$ cat src/rtl/isp_boot_pkg.sv
package isbc_pkg;
  // Write pulse timing register layout
  localparam logic [7:0] ISBC_WPT_RESET = 8'h7B;
  localparam logic [7:0] ISBC_WPT_RW_MASK = 8'h7F;
  localparam int ISBC_WPT_RO_BIT = 7;
  // Unlock register key in bits 7..2
  localparam logic [5:0] ISBC_KEY_VALUE = 6'h26;
  localparam int ISBC_KEY_LSB = 2;
  // Unlock window length in instruction cycles
  localparam int ISBC_KEY_CYCLES = 8;
  localparam logic [3:0] ISBC_KEY_CNT_LOAD = 4'h8;
  // Force-boot pin hold after reset release
  localparam int ISBC_HV_HOLD_CYCLES = 3;
  // Debounce length for force-boot pin going low
  localparam logic [3:0] ISBC_DEBOUNCE_CNT = 4'h4;
  // Execution start addresses
  localparam logic [15:0] ISBC_START_ADDR = 16'h0000;
  // Pulse width scale: cycles per timing code step
  localparam logic [3:0] ISBC_PULSE_SCALE = 4'h4;
  // Execution source
  typedef enum logic [0:0] {
    ISBC_SRC_FLASH = 1'b0,
    ISBC_SRC_BOOT = 1'b1
  } isbc_src_t;
  // Flash pulse sequencer states
  typedef enum logic [1:0] {
    ISBC_P_IDLE = 2'b00,
    ISBC_P_PULSE = 2'b01,
    ISBC_P_DONE = 2'b10
  } isbc_pst_t;
endpackage

$ cat src/rtl/isbc_boot_entry.sv
`timescale 1ns/100ps
// Overview of operation
// - Flash pulse width derives from timing register
// - Reset loads timing code 01111011
// - Timing bit 7 read-only, rest writable
// - Boot routine refuses flash until timing defined
// - Jump-to-boot enters boot only when unlocked
// - Unlock set only by key 100110
// - Unlock flag lasts exactly 8 cycles
// - Breakpoint in emulation freezes unlock counter
// - Counter keeps running during interrupt service
// - Return-to-flash goes back to flash
// - Forced boot ignores option bit, starts boot 0000
// - Later normal reset honours unerased option bit
// - Forced boot never alters option or security
// - Security clears only by mass erase, except user
// - High voltage outputs load clock, pin reads 1
// - Boot waits for debounced pin low
// - Option bit 0 boots from boot ROM
// - Option bit 1 starts flash 0000
module isbc_boot_entry
  import isbc_pkg::*;
(
  // Clock, reset, enable
  input wire logic clock,
  input wire logic sys_rst,
  input wire logic clk_en,
  // Timing register access
  input wire logic wpt_wr,
  input wire logic [7:0] wpt_wdata,
  output logic [7:0] wpt_rdata,
  // Unlock register write
  input wire logic key_wr,
  input wire logic [7:0] key_wdata,
  output logic unlock_flag,
  // Instruction decode strobes
  input wire logic jump_to_boot_instr,
  input wire logic return_to_flash_instr,
  input wire logic [15:0] jump_target,
  output logic exec_from_boot,
  output logic jump_taken,
  output logic [15:0] jump_addr,
  // Emulation breakpoint
  input wire logic emul_mode,
  input wire logic breakpoint,
  // Option bits and flash requests
  input wire logic boot_source_opt,
  input wire logic security_bit,
  input wire logic mass_erase_req,
  input wire logic user_isp_clear,
  input wire logic flash_op_req,
  output logic flash_pulse,
  output logic flash_op_refused,
  output logic security_q_out,
  // Force-boot pin and load clock
  input wire logic force_boot_hv,
  input wire logic force_boot_pin_in,
  input wire logic load_clock,
  output logic force_boot_pin_read,
  output logic load_clock_pin_out,
  output logic load_clock_pin_oe,
  output logic isp_enable
);

  // All block state
  typedef struct packed {
    logic [7:0] wpt;
    logic wpt_defined;
    logic [3:0] key_cnt;
    isbc_src_t src;
    logic forced;
    logic in_reset;
    logic [3:0] deb_cnt;
    logic isp_en;
    logic security;
    isbc_pst_t pst;
    logic [11:0] pcnt;
    logic jtaken;
    logic [15:0] jaddr;
    logic refused;
  } isbc_state_t;

  isbc_state_t s_q;
  isbc_state_t s_d;
  logic key_match;
  logic pin_level;

  // Key compare on upper six bits, low two ignored
  assign key_match = key_wdata[7:ISBC_KEY_LSB] == ISBC_KEY_VALUE;
  // High voltage reads as logic 1
  assign pin_level = force_boot_hv | force_boot_pin_in;

  // Next-state logic
  always_comb
  begin
    s_d = s_q;
    s_d.jtaken = 1'b0;
    s_d.refused = 1'b0;
    // Register write: bit 7 kept
    if (wpt_wr)
    begin
      s_d.wpt = (s_q.wpt & ~ISBC_WPT_RW_MASK) | (wpt_wdata & ISBC_WPT_RW_MASK);
      s_d.wpt_defined = 1'b1;
    end
    // Unlock counter; frozen on emulation breakpoint, not on interrupts
    if (key_wr && key_match)
      s_d.key_cnt = ISBC_KEY_CNT_LOAD;
    else if (s_q.key_cnt != 4'h0 && !(emul_mode && breakpoint))
      s_d.key_cnt = s_q.key_cnt - 4'h1;
    // Jump to boot only while unlocked
    if (jump_to_boot_instr)
    begin
      s_d.jtaken = 1'b1;
      if (s_q.key_cnt != 4'h0)
      begin
        s_d.src = ISBC_SRC_BOOT;
        s_d.jaddr = jump_target;
      end
      else
      begin
        s_d.src = ISBC_SRC_FLASH;
        s_d.jaddr = jump_target;
      end
    end
    else if (return_to_flash_instr)
    begin
      s_d.src = ISBC_SRC_FLASH;
      s_d.jtaken = 1'b1;
      s_d.jaddr = jump_target;
    end
    // Coming out of reset: pick start source
    if (s_q.in_reset)
    begin
      s_d.in_reset = 1'b0;
      s_d.jaddr = ISBC_START_ADDR;
      s_d.forced = force_boot_hv;
      if (force_boot_hv)
        s_d.src = ISBC_SRC_BOOT;
      else if (boot_source_opt)
        s_d.src = ISBC_SRC_FLASH;
      else
        s_d.src = ISBC_SRC_BOOT;
    end
    // Debounce pin low before enabling serial routine
    if (s_q.forced && !s_q.isp_en)
    begin
      if (pin_level)
        s_d.deb_cnt = ISBC_DEBOUNCE_CNT;
      else if (s_q.deb_cnt != 4'h0)
        s_d.deb_cnt = s_q.deb_cnt - 4'h1;
      else
        s_d.isp_en = 1'b1;
    end
    // Security clears only by mass erase or user routine; untouched by force
    if (mass_erase_req || user_isp_clear)
      s_d.security = 1'b0;
    // Option copy on the first cycle out of reset; the load wins over a clear
    if (s_q.in_reset)
      s_d.security = security_bit;
    // Flash pulse sequencer
    case (s_q.pst)
      ISBC_P_IDLE:
      begin
        if (flash_op_req)
        begin
          if (!s_q.wpt_defined && s_q.src == ISBC_SRC_BOOT)
            s_d.refused = 1'b1;
          else
          begin
            s_d.pst = ISBC_P_PULSE;
            s_d.pcnt = 12'({s_q.wpt[6:0], 2'b00});
          end
        end
      end
      ISBC_P_PULSE:
      begin
        if (s_q.pcnt == 12'h000)
          s_d.pst = ISBC_P_DONE;
        else
          s_d.pcnt = s_q.pcnt - 12'h001;
      end
      default:
        s_d.pst = ISBC_P_IDLE;
    endcase
  end

  // State register; reset acts even while the clock enable is low
  always_ff @(posedge clock)
  begin
    if (sys_rst)
    begin
      s_q <= '0;
      s_q.wpt <= ISBC_WPT_RESET;
      s_q.in_reset <= 1'b1;
      s_q.security <= 1'b1;
      s_q.deb_cnt <= ISBC_DEBOUNCE_CNT;
      s_q.key_cnt <= 4'h0;
    end
    else if (clk_en)
    begin
      s_q <= s_d;
    end
  end

  // Outputs
  assign wpt_rdata = s_q.wpt;
  assign unlock_flag = s_q.key_cnt != 4'h0;
  assign exec_from_boot = s_q.src == ISBC_SRC_BOOT;
  assign jump_taken = s_q.jtaken;
  assign jump_addr = s_q.jaddr;
  assign flash_pulse = s_q.pst == ISBC_P_PULSE;
  assign flash_op_refused = s_q.refused;
  assign security_q_out = s_q.security;
  assign force_boot_pin_read = pin_level;
  assign load_clock_pin_out = force_boot_hv & load_clock;
  assign load_clock_pin_oe = force_boot_hv;
  assign isp_enable = s_q.isp_en;

  // Checks
  property p_key_sets;
    @(posedge clock) disable iff (sys_rst)
    clk_en && key_wr && key_match |=> unlock_flag;
  endproperty
  a_key_sets: assert property (p_key_sets) else $error("unlock not set");
  property p_key_len;
    @(posedge clock) disable iff (sys_rst)
    clk_en && key_wr && key_match ##1 (clk_en && !key_wr && !(emul_mode && breakpoint))[*8] |=> !unlock_flag;
  endproperty
  a_key_len: assert property (p_key_len) else $error("unlock window wrong");
  property p_bad_key;
    @(posedge clock) disable iff (sys_rst)
    clk_en && key_wr && !key_match && !unlock_flag |=> !unlock_flag;
  endproperty
  a_bad_key: assert property (p_bad_key) else $error("bad key unlocked");
  property p_freeze;
    @(posedge clock) disable iff (sys_rst)
    clk_en && emul_mode && breakpoint && !key_wr && unlock_flag |=> $stable(s_q.key_cnt);
  endproperty
  a_freeze: assert property (p_freeze) else $error("counter not frozen");
  property p_jump;
    @(posedge clock) disable iff (sys_rst)
    clk_en && !s_q.in_reset && jump_to_boot_instr |=> exec_from_boot == $past(unlock_flag);
  endproperty
  a_jump: assert property (p_jump) else $error("jump source wrong");
  property p_ret;
    @(posedge clock) disable iff (sys_rst)
    clk_en && !s_q.in_reset && return_to_flash_instr && !jump_to_boot_instr |=> !exec_from_boot;
  endproperty
  a_ret: assert property (p_ret) else $error("return failed");
  property p_force;
    @(posedge clock) disable iff (sys_rst)
    clk_en && s_q.in_reset && force_boot_hv |=> exec_from_boot && jump_addr == ISBC_START_ADDR;
  endproperty
  a_force: assert property (p_force) else $error("forced boot missed");
  property p_opt;
    @(posedge clock) disable iff (sys_rst)
    clk_en && s_q.in_reset && !force_boot_hv |=> exec_from_boot == !$past(boot_source_opt);
  endproperty
  a_opt: assert property (p_opt) else $error("option boot wrong");
  property p_rst;
    @(posedge clock) sys_rst |=> !unlock_flag && wpt_rdata == ISBC_WPT_RESET;
  endproperty
  a_rst: assert property (p_rst) else $error("reset state wrong");
  property p_ro7;
    @(posedge clock) disable iff (sys_rst)
    clk_en && wpt_wr |=> wpt_rdata[ISBC_WPT_RO_BIT] == $past(wpt_rdata[ISBC_WPT_RO_BIT]);
  endproperty
  a_ro7: assert property (p_ro7) else $error("bit 7 written");
  property p_pulse_start;
    @(posedge clock) disable iff (sys_rst)
    clk_en && s_q.pst == ISBC_P_IDLE && flash_op_req && (s_q.wpt_defined || !exec_from_boot)
      |=> flash_pulse && s_q.pcnt == 12'($past(wpt_rdata[6:0])) * 12'(ISBC_PULSE_SCALE);
  endproperty
  a_pulse_start: assert property (p_pulse_start) else $error("pulse width load wrong");
  property p_refuse;
    @(posedge clock) disable iff (sys_rst)
    clk_en && s_q.pst == ISBC_P_IDLE && flash_op_req && !s_q.wpt_defined && exec_from_boot |=> flash_op_refused && !flash_pulse;
  endproperty
  a_refuse: assert property (p_refuse) else $error("undefined timing not refused");
  property p_isp_en;
    @(posedge clock) disable iff (sys_rst)
    clk_en && !isp_enable && pin_level |=> !isp_enable;
  endproperty
  a_isp_en: assert property (p_isp_en) else $error("serial routine enabled while pin high");
  property p_sec_clear;
    @(posedge clock) disable iff (sys_rst)
    clk_en && !s_q.in_reset && (mass_erase_req || user_isp_clear) |=> !security_q_out;
  endproperty
  a_sec_clear: assert property (p_sec_clear) else $error("security not cleared");
  property p_sec_hold;
    @(posedge clock) disable iff (sys_rst)
    clk_en && !s_q.in_reset && !mass_erase_req && !user_isp_clear |=> $stable(security_q_out);
  endproperty
  a_sec_hold: assert property (p_sec_hold) else $error("security changed without erase");
  property p_xfer;
    @(posedge clock) disable iff (sys_rst)
    clk_en && !s_q.in_reset && (jump_to_boot_instr || return_to_flash_instr) |=> jump_taken && jump_addr == $past(jump_target);
  endproperty
  a_xfer: assert property (p_xfer) else $error("transfer address wrong");
  c_unlock_jump: cover property (@(posedge clock) unlock_flag && jump_to_boot_instr);
  c_forced: cover property (@(posedge clock) isp_enable);
  c_pulse: cover property (@(posedge clock) flash_pulse);
  c_refuse: cover property (@(posedge clock) flash_op_refused);
endmodule

$ cat config.mk
export PLATFORM = sky130hd
export DESIGN_NAME = isbc_boot_entry
export DESIGN_NICKNAME = d
export VERILOG_FILES = /design/src/rtl/isp_boot_pkg.sv /design/src/rtl/isbc_boot_entry.sv
export SDC_FILE = /design/constraint.sdc
export NUM_CORES = 1
export LEC_CHECK = 0
export ABC_CLOCK_PERIOD_IN_PS = 2600
export BUFFER_PORTS_ARGS = -buffer_cell sky130_fd_sc_hd__buf_4
export CORE_ASPECT_RATIO = 1.5
export CORE_MARGIN = 2
export CORE_UTILIZATION = 25
export CTS_CLUSTER_DIAMETER = 100
export DETAILED_ROUTE_END_ITERATION = 12
export GPL_TIMING_DRIVEN = 0
export PLACE_DENSITY = 0.57
export SLEW_MARGIN = 10
export SYNTH_ARGS = -nofsm -noshare
export SYNTH_HDL_FRONTEND = slang
export SYNTH_SLANG_ARGS = --single-unit
$ cat constraint.sdc
create_clock -name clock -period 2.6 [get_ports clock]
set_input_delay 0.52 -clock clock [delete_from_list [all_inputs] [get_ports clock]]
set_output_delay 0.52 -clock clock [all_outputs]
set_load 0.005 [all_outputs]
==> impl_metrics.ini <==
[status]
status = completed

[synth]
synth_top_area_share = 0.3972
synth_largest_area_cell = dfxtp_1
syn_inst = 307
primary_ff_master_synth = dfxtp_1
synth_cell_type_count = 57
synth_enable_flop_cells = 0
syn-num-nets = 362
async_flop_share = 0
seq_total_area_yosys = 0.3972
syn_area_per_cell_um2 = 8.701
synth_seq_cells = 53
yosys_warnings = 0
syn_area_um2 = 2671
synth_top_cells_by_area = dfxtp_1 40%, buf_4 7.3%, a22oi_1 4.8%

[global_route]
grt_overflow = 0
grt.total_usage = 0.1310
first_global_vias = 2525
grt_first_pass_wirelength_mm = 11.93
initial_antenna_violation_count = 0
maximum_number_of_pins_on_one_net_before_global_route_repair = 17

[place]
globalplace.congestion = 0.8239
port_buffers = 77
hpwl_mm = 5.713
place_ws_ns = 0.1715

[timing]
finalClockSkew_ns = 0.003730
grt_setup_unrepaired = no
layout_min_cycle_time_ns = 2.373
fmaxAchievable_mhz = 421.4
timing.setup.tns_ns = 0
layout_worst_path_cycle_share = 0.9127
worst_slack_ns = 0.2270
finalSetupViolCount = 0
max_slew_margin = 0.2765
hold_viol_final = 0
max_slew.worst_pin.slew_ns = 1.076
pins_over_their_slew_limit = 0

[power]
power.static_leakage_uw = 0.001525
power.combinational.fraction = 0.273
worst_ir_drop_vdd_uv = 354.7
netSwitchingPower_uw = 700.1
clock_power_share = 0.345
sw_frac_of_total = 0.2833
power_frac_seq = 0.381
power.density_nw_per_um2 = 682.7
p_int_uw = 1771

[floorplan]
top_level_ports = 83
die_w_um = 88.40
die_area_um2 = 11550
initial_core_utilization = 0.2550
rows = 46
die_h_um = 130.6
fp.coreArea_um2 = 10480

[route]
via_count = 2518
routedWlPerCell_um = 13.87
detail_route.iter0.violations = 125
drt-total-wl_mm = 7.433
drcViolationCount = 0
drt-vias-per-instance = 4.698
drt-pass1-iter-count = 4
detail-route-antenna-nets = 0

[setup_path]
number_of_cells_on_the_worst_reg_to_reg_path = 6
timing_worst_setup_path_type = reg2reg
startpoint = s_q[18]
critical-path-slowest-cell = or4b_2
timing.critical_path.buf_inv = 1
cpLargestDelayFamily = simple AND/OR/NAND/NOR gates
slowest_delay_ns = 0.64
worstReg2RegStart = s_q[18]
timing.critical_path.cells = inv_1 -> ha_1 -> or4b_2 -> nor4_4 -> o21a_1 -> mux2_2
critical_path.endpoint_type = register
critical_path_arrival_ns = 2.56
cp-start-kind = register
path_depth = 6
path_max_fanout = 8
required_time_reported_for_the_critical_path_endpoint_ns = 2.79

[clock_tree]
h-tree-depth = 2
cts_tree = yes
clock_sink_count = 53
cts.reportedPaths.clkPinSlew_ns = 0.07
cts_setup_buffers = 0
cts-buffers-inserted = 5
cts_buffer_depth = 2
ctsRootBufferMaster = clkbuf_16
post_cts_resize_count = 0
ctsHoldBuffers = 0
insertion_delay_ns = 0.29

[finish]
final_layout_size_suffix_gt1_frac = 0.3240
num-fill-cells = 1145
multi_input_area_um2 = 1309
insertedDiodeCount = 0
areaGrowthSynthToFinish_pct = 35.50
fin_nets = 446
seq_area_um2 = 1061

[min_path]
timing.hold.worst.start = security_bit
hold_depth = 3
holdCritPathClass = in2reg

[job]
max-cap-violations = 0
-- cell usage in the layout (no fill, tap or decap), types with 5 or more instances in the layout --
cell and n:
buf_4 103, dfxtp_1 53, nor2_1 30, a21oi_1 22, a22oi_1 17, clkbuf_1 13
inv_1 12, nor3_1 10, nand2_1 10, nand2b_1 8, nor4_1 7, a211oi_1 6
and3_1 6, a211o_1 6, o32ai_1 6, ha_1 6, nand3b_1 5, nand3_1 5
clkbuf_16 5
-- worst register-to-register path, cell delays in order (launching register included) --
cell,delay (ns)
dfxtp_1,0.37
inv_1,0.11
ha_1,0.14
or4b_2,0.64
nor4_4,0.24
o21a_1,0.40
mux2_2,0.37
-- worst paths after layout --
path,end,slack [ns]
worst max register to register,s_q[19],0.23
worst min-delay path,security_q_out,0.46
worst max-delay path,s_q[19],0.23
worst min register to register,security_q_out,0.46
-- routing by layer --
layer  vias up  routed length, µm  share of wire  track usage
met5         -                  0              0            0
met4         0                219          0.029      0.06150
met3        13                347          0.047      0.02638
met2        70               3842           0.52       0.2295
met1      1182               3022           0.41       0.1504
li1       1253                  -              -            -
-- cells by family (layout without fill, tap and decap cells) --
family	count (synthesis)	after routing	synth area share
other	1	1	0.001404
AND/OR/NAND/NOR	108	108	0.2309
buffers and inverters	54	139	0.1129
adder cells (fa/ha/maj)	6	6	0.02810
flip-flops	53	53	0.3972
AO/OA/AOI/OAI	78	78	0.2047
XOR/XNOR	4	4	0.01312
multiplexers	3	3	0.01171
-- synth_stat cells (2+ instances only) --
master and n:
clkbuf_1 13, nor2_1 30, o32ai_1 6, nand3_1 5, o21ai_0 4, nand3b_1 5, ha_1 6, nand2b_1 8
mux2i_1 2, a211o_1 6, o31ai_1 2, or4b_2 2, or3b_2 2, nor4_1 7, a31oi_1 2, and2_1 2
nand2_1 10, and3_1 6, buf_4 26, or3_1 4, a22oi_1 17, a211oi_1 6, nor3_1 10, inv_1 12
or2_2 4, dfxtp_1 53, or4_1 3, nand4b_1 2, xnor2_1 3, a21oi_1 22
-- power by group through the flow --
| stage | registers [µW] | logic, µW | clock network (µW) |
|---|---|---|---|
| CTS | 942 | 680 | 876 |
| detailed placement | 960 | 676 | 0 |
| floorplan | 944 | 453 | 0 |
| global route | 954 | 756 | 895 |
| global placement | 959 | 664 | 0 |
| finish | 943 | 675 | 853 |
-- area by class of cell --
class                   count  area share
clock buffers               5     0.03457
well taps                 144     0.04978
inverters                  13     0.01348
clock inverters             3     0.01797
flip-flops and latches     53      0.2931
multi-input cells         200      0.3616
plain buffers              41     0.06982
repair buffers             77      0.1597
-- metrics by stage --
step | hold slack [ns] | cells | cell area (µm²) | total power (µW) | utilization
after floorplan | 0.4471 | 307 | 2671 | 1397 | -
after global placement | 0.4575 | 528 | 3430 | 1623 | 0.3274
after detailed placement | 0.4529 | 528 | 3430 | 1637 | 0.3274
after CTS | 0.4577 | 536 | 3620 | 2498 | 0.3456
after global routing | 0.4751 | 536 | 3620 | 2605 | 0.3456
final | 0.4618 | 536 | 3620 | 2471 | 0.3456
-- registers in the layout, indices dropped and copies added (netlist names) --
| name | count |
|---|---|
| exec_from_boot | 1 |
| flash_op_refused | 1 |
| isp_enable | 1 |
| jump_addr | 16 |
| jump_taken | 1 |
| s_q | 25 |
| security_q_out | 1 |
| wpt_rdata | 7 |
Note: power is estimated with default switching activity, not from simulation.
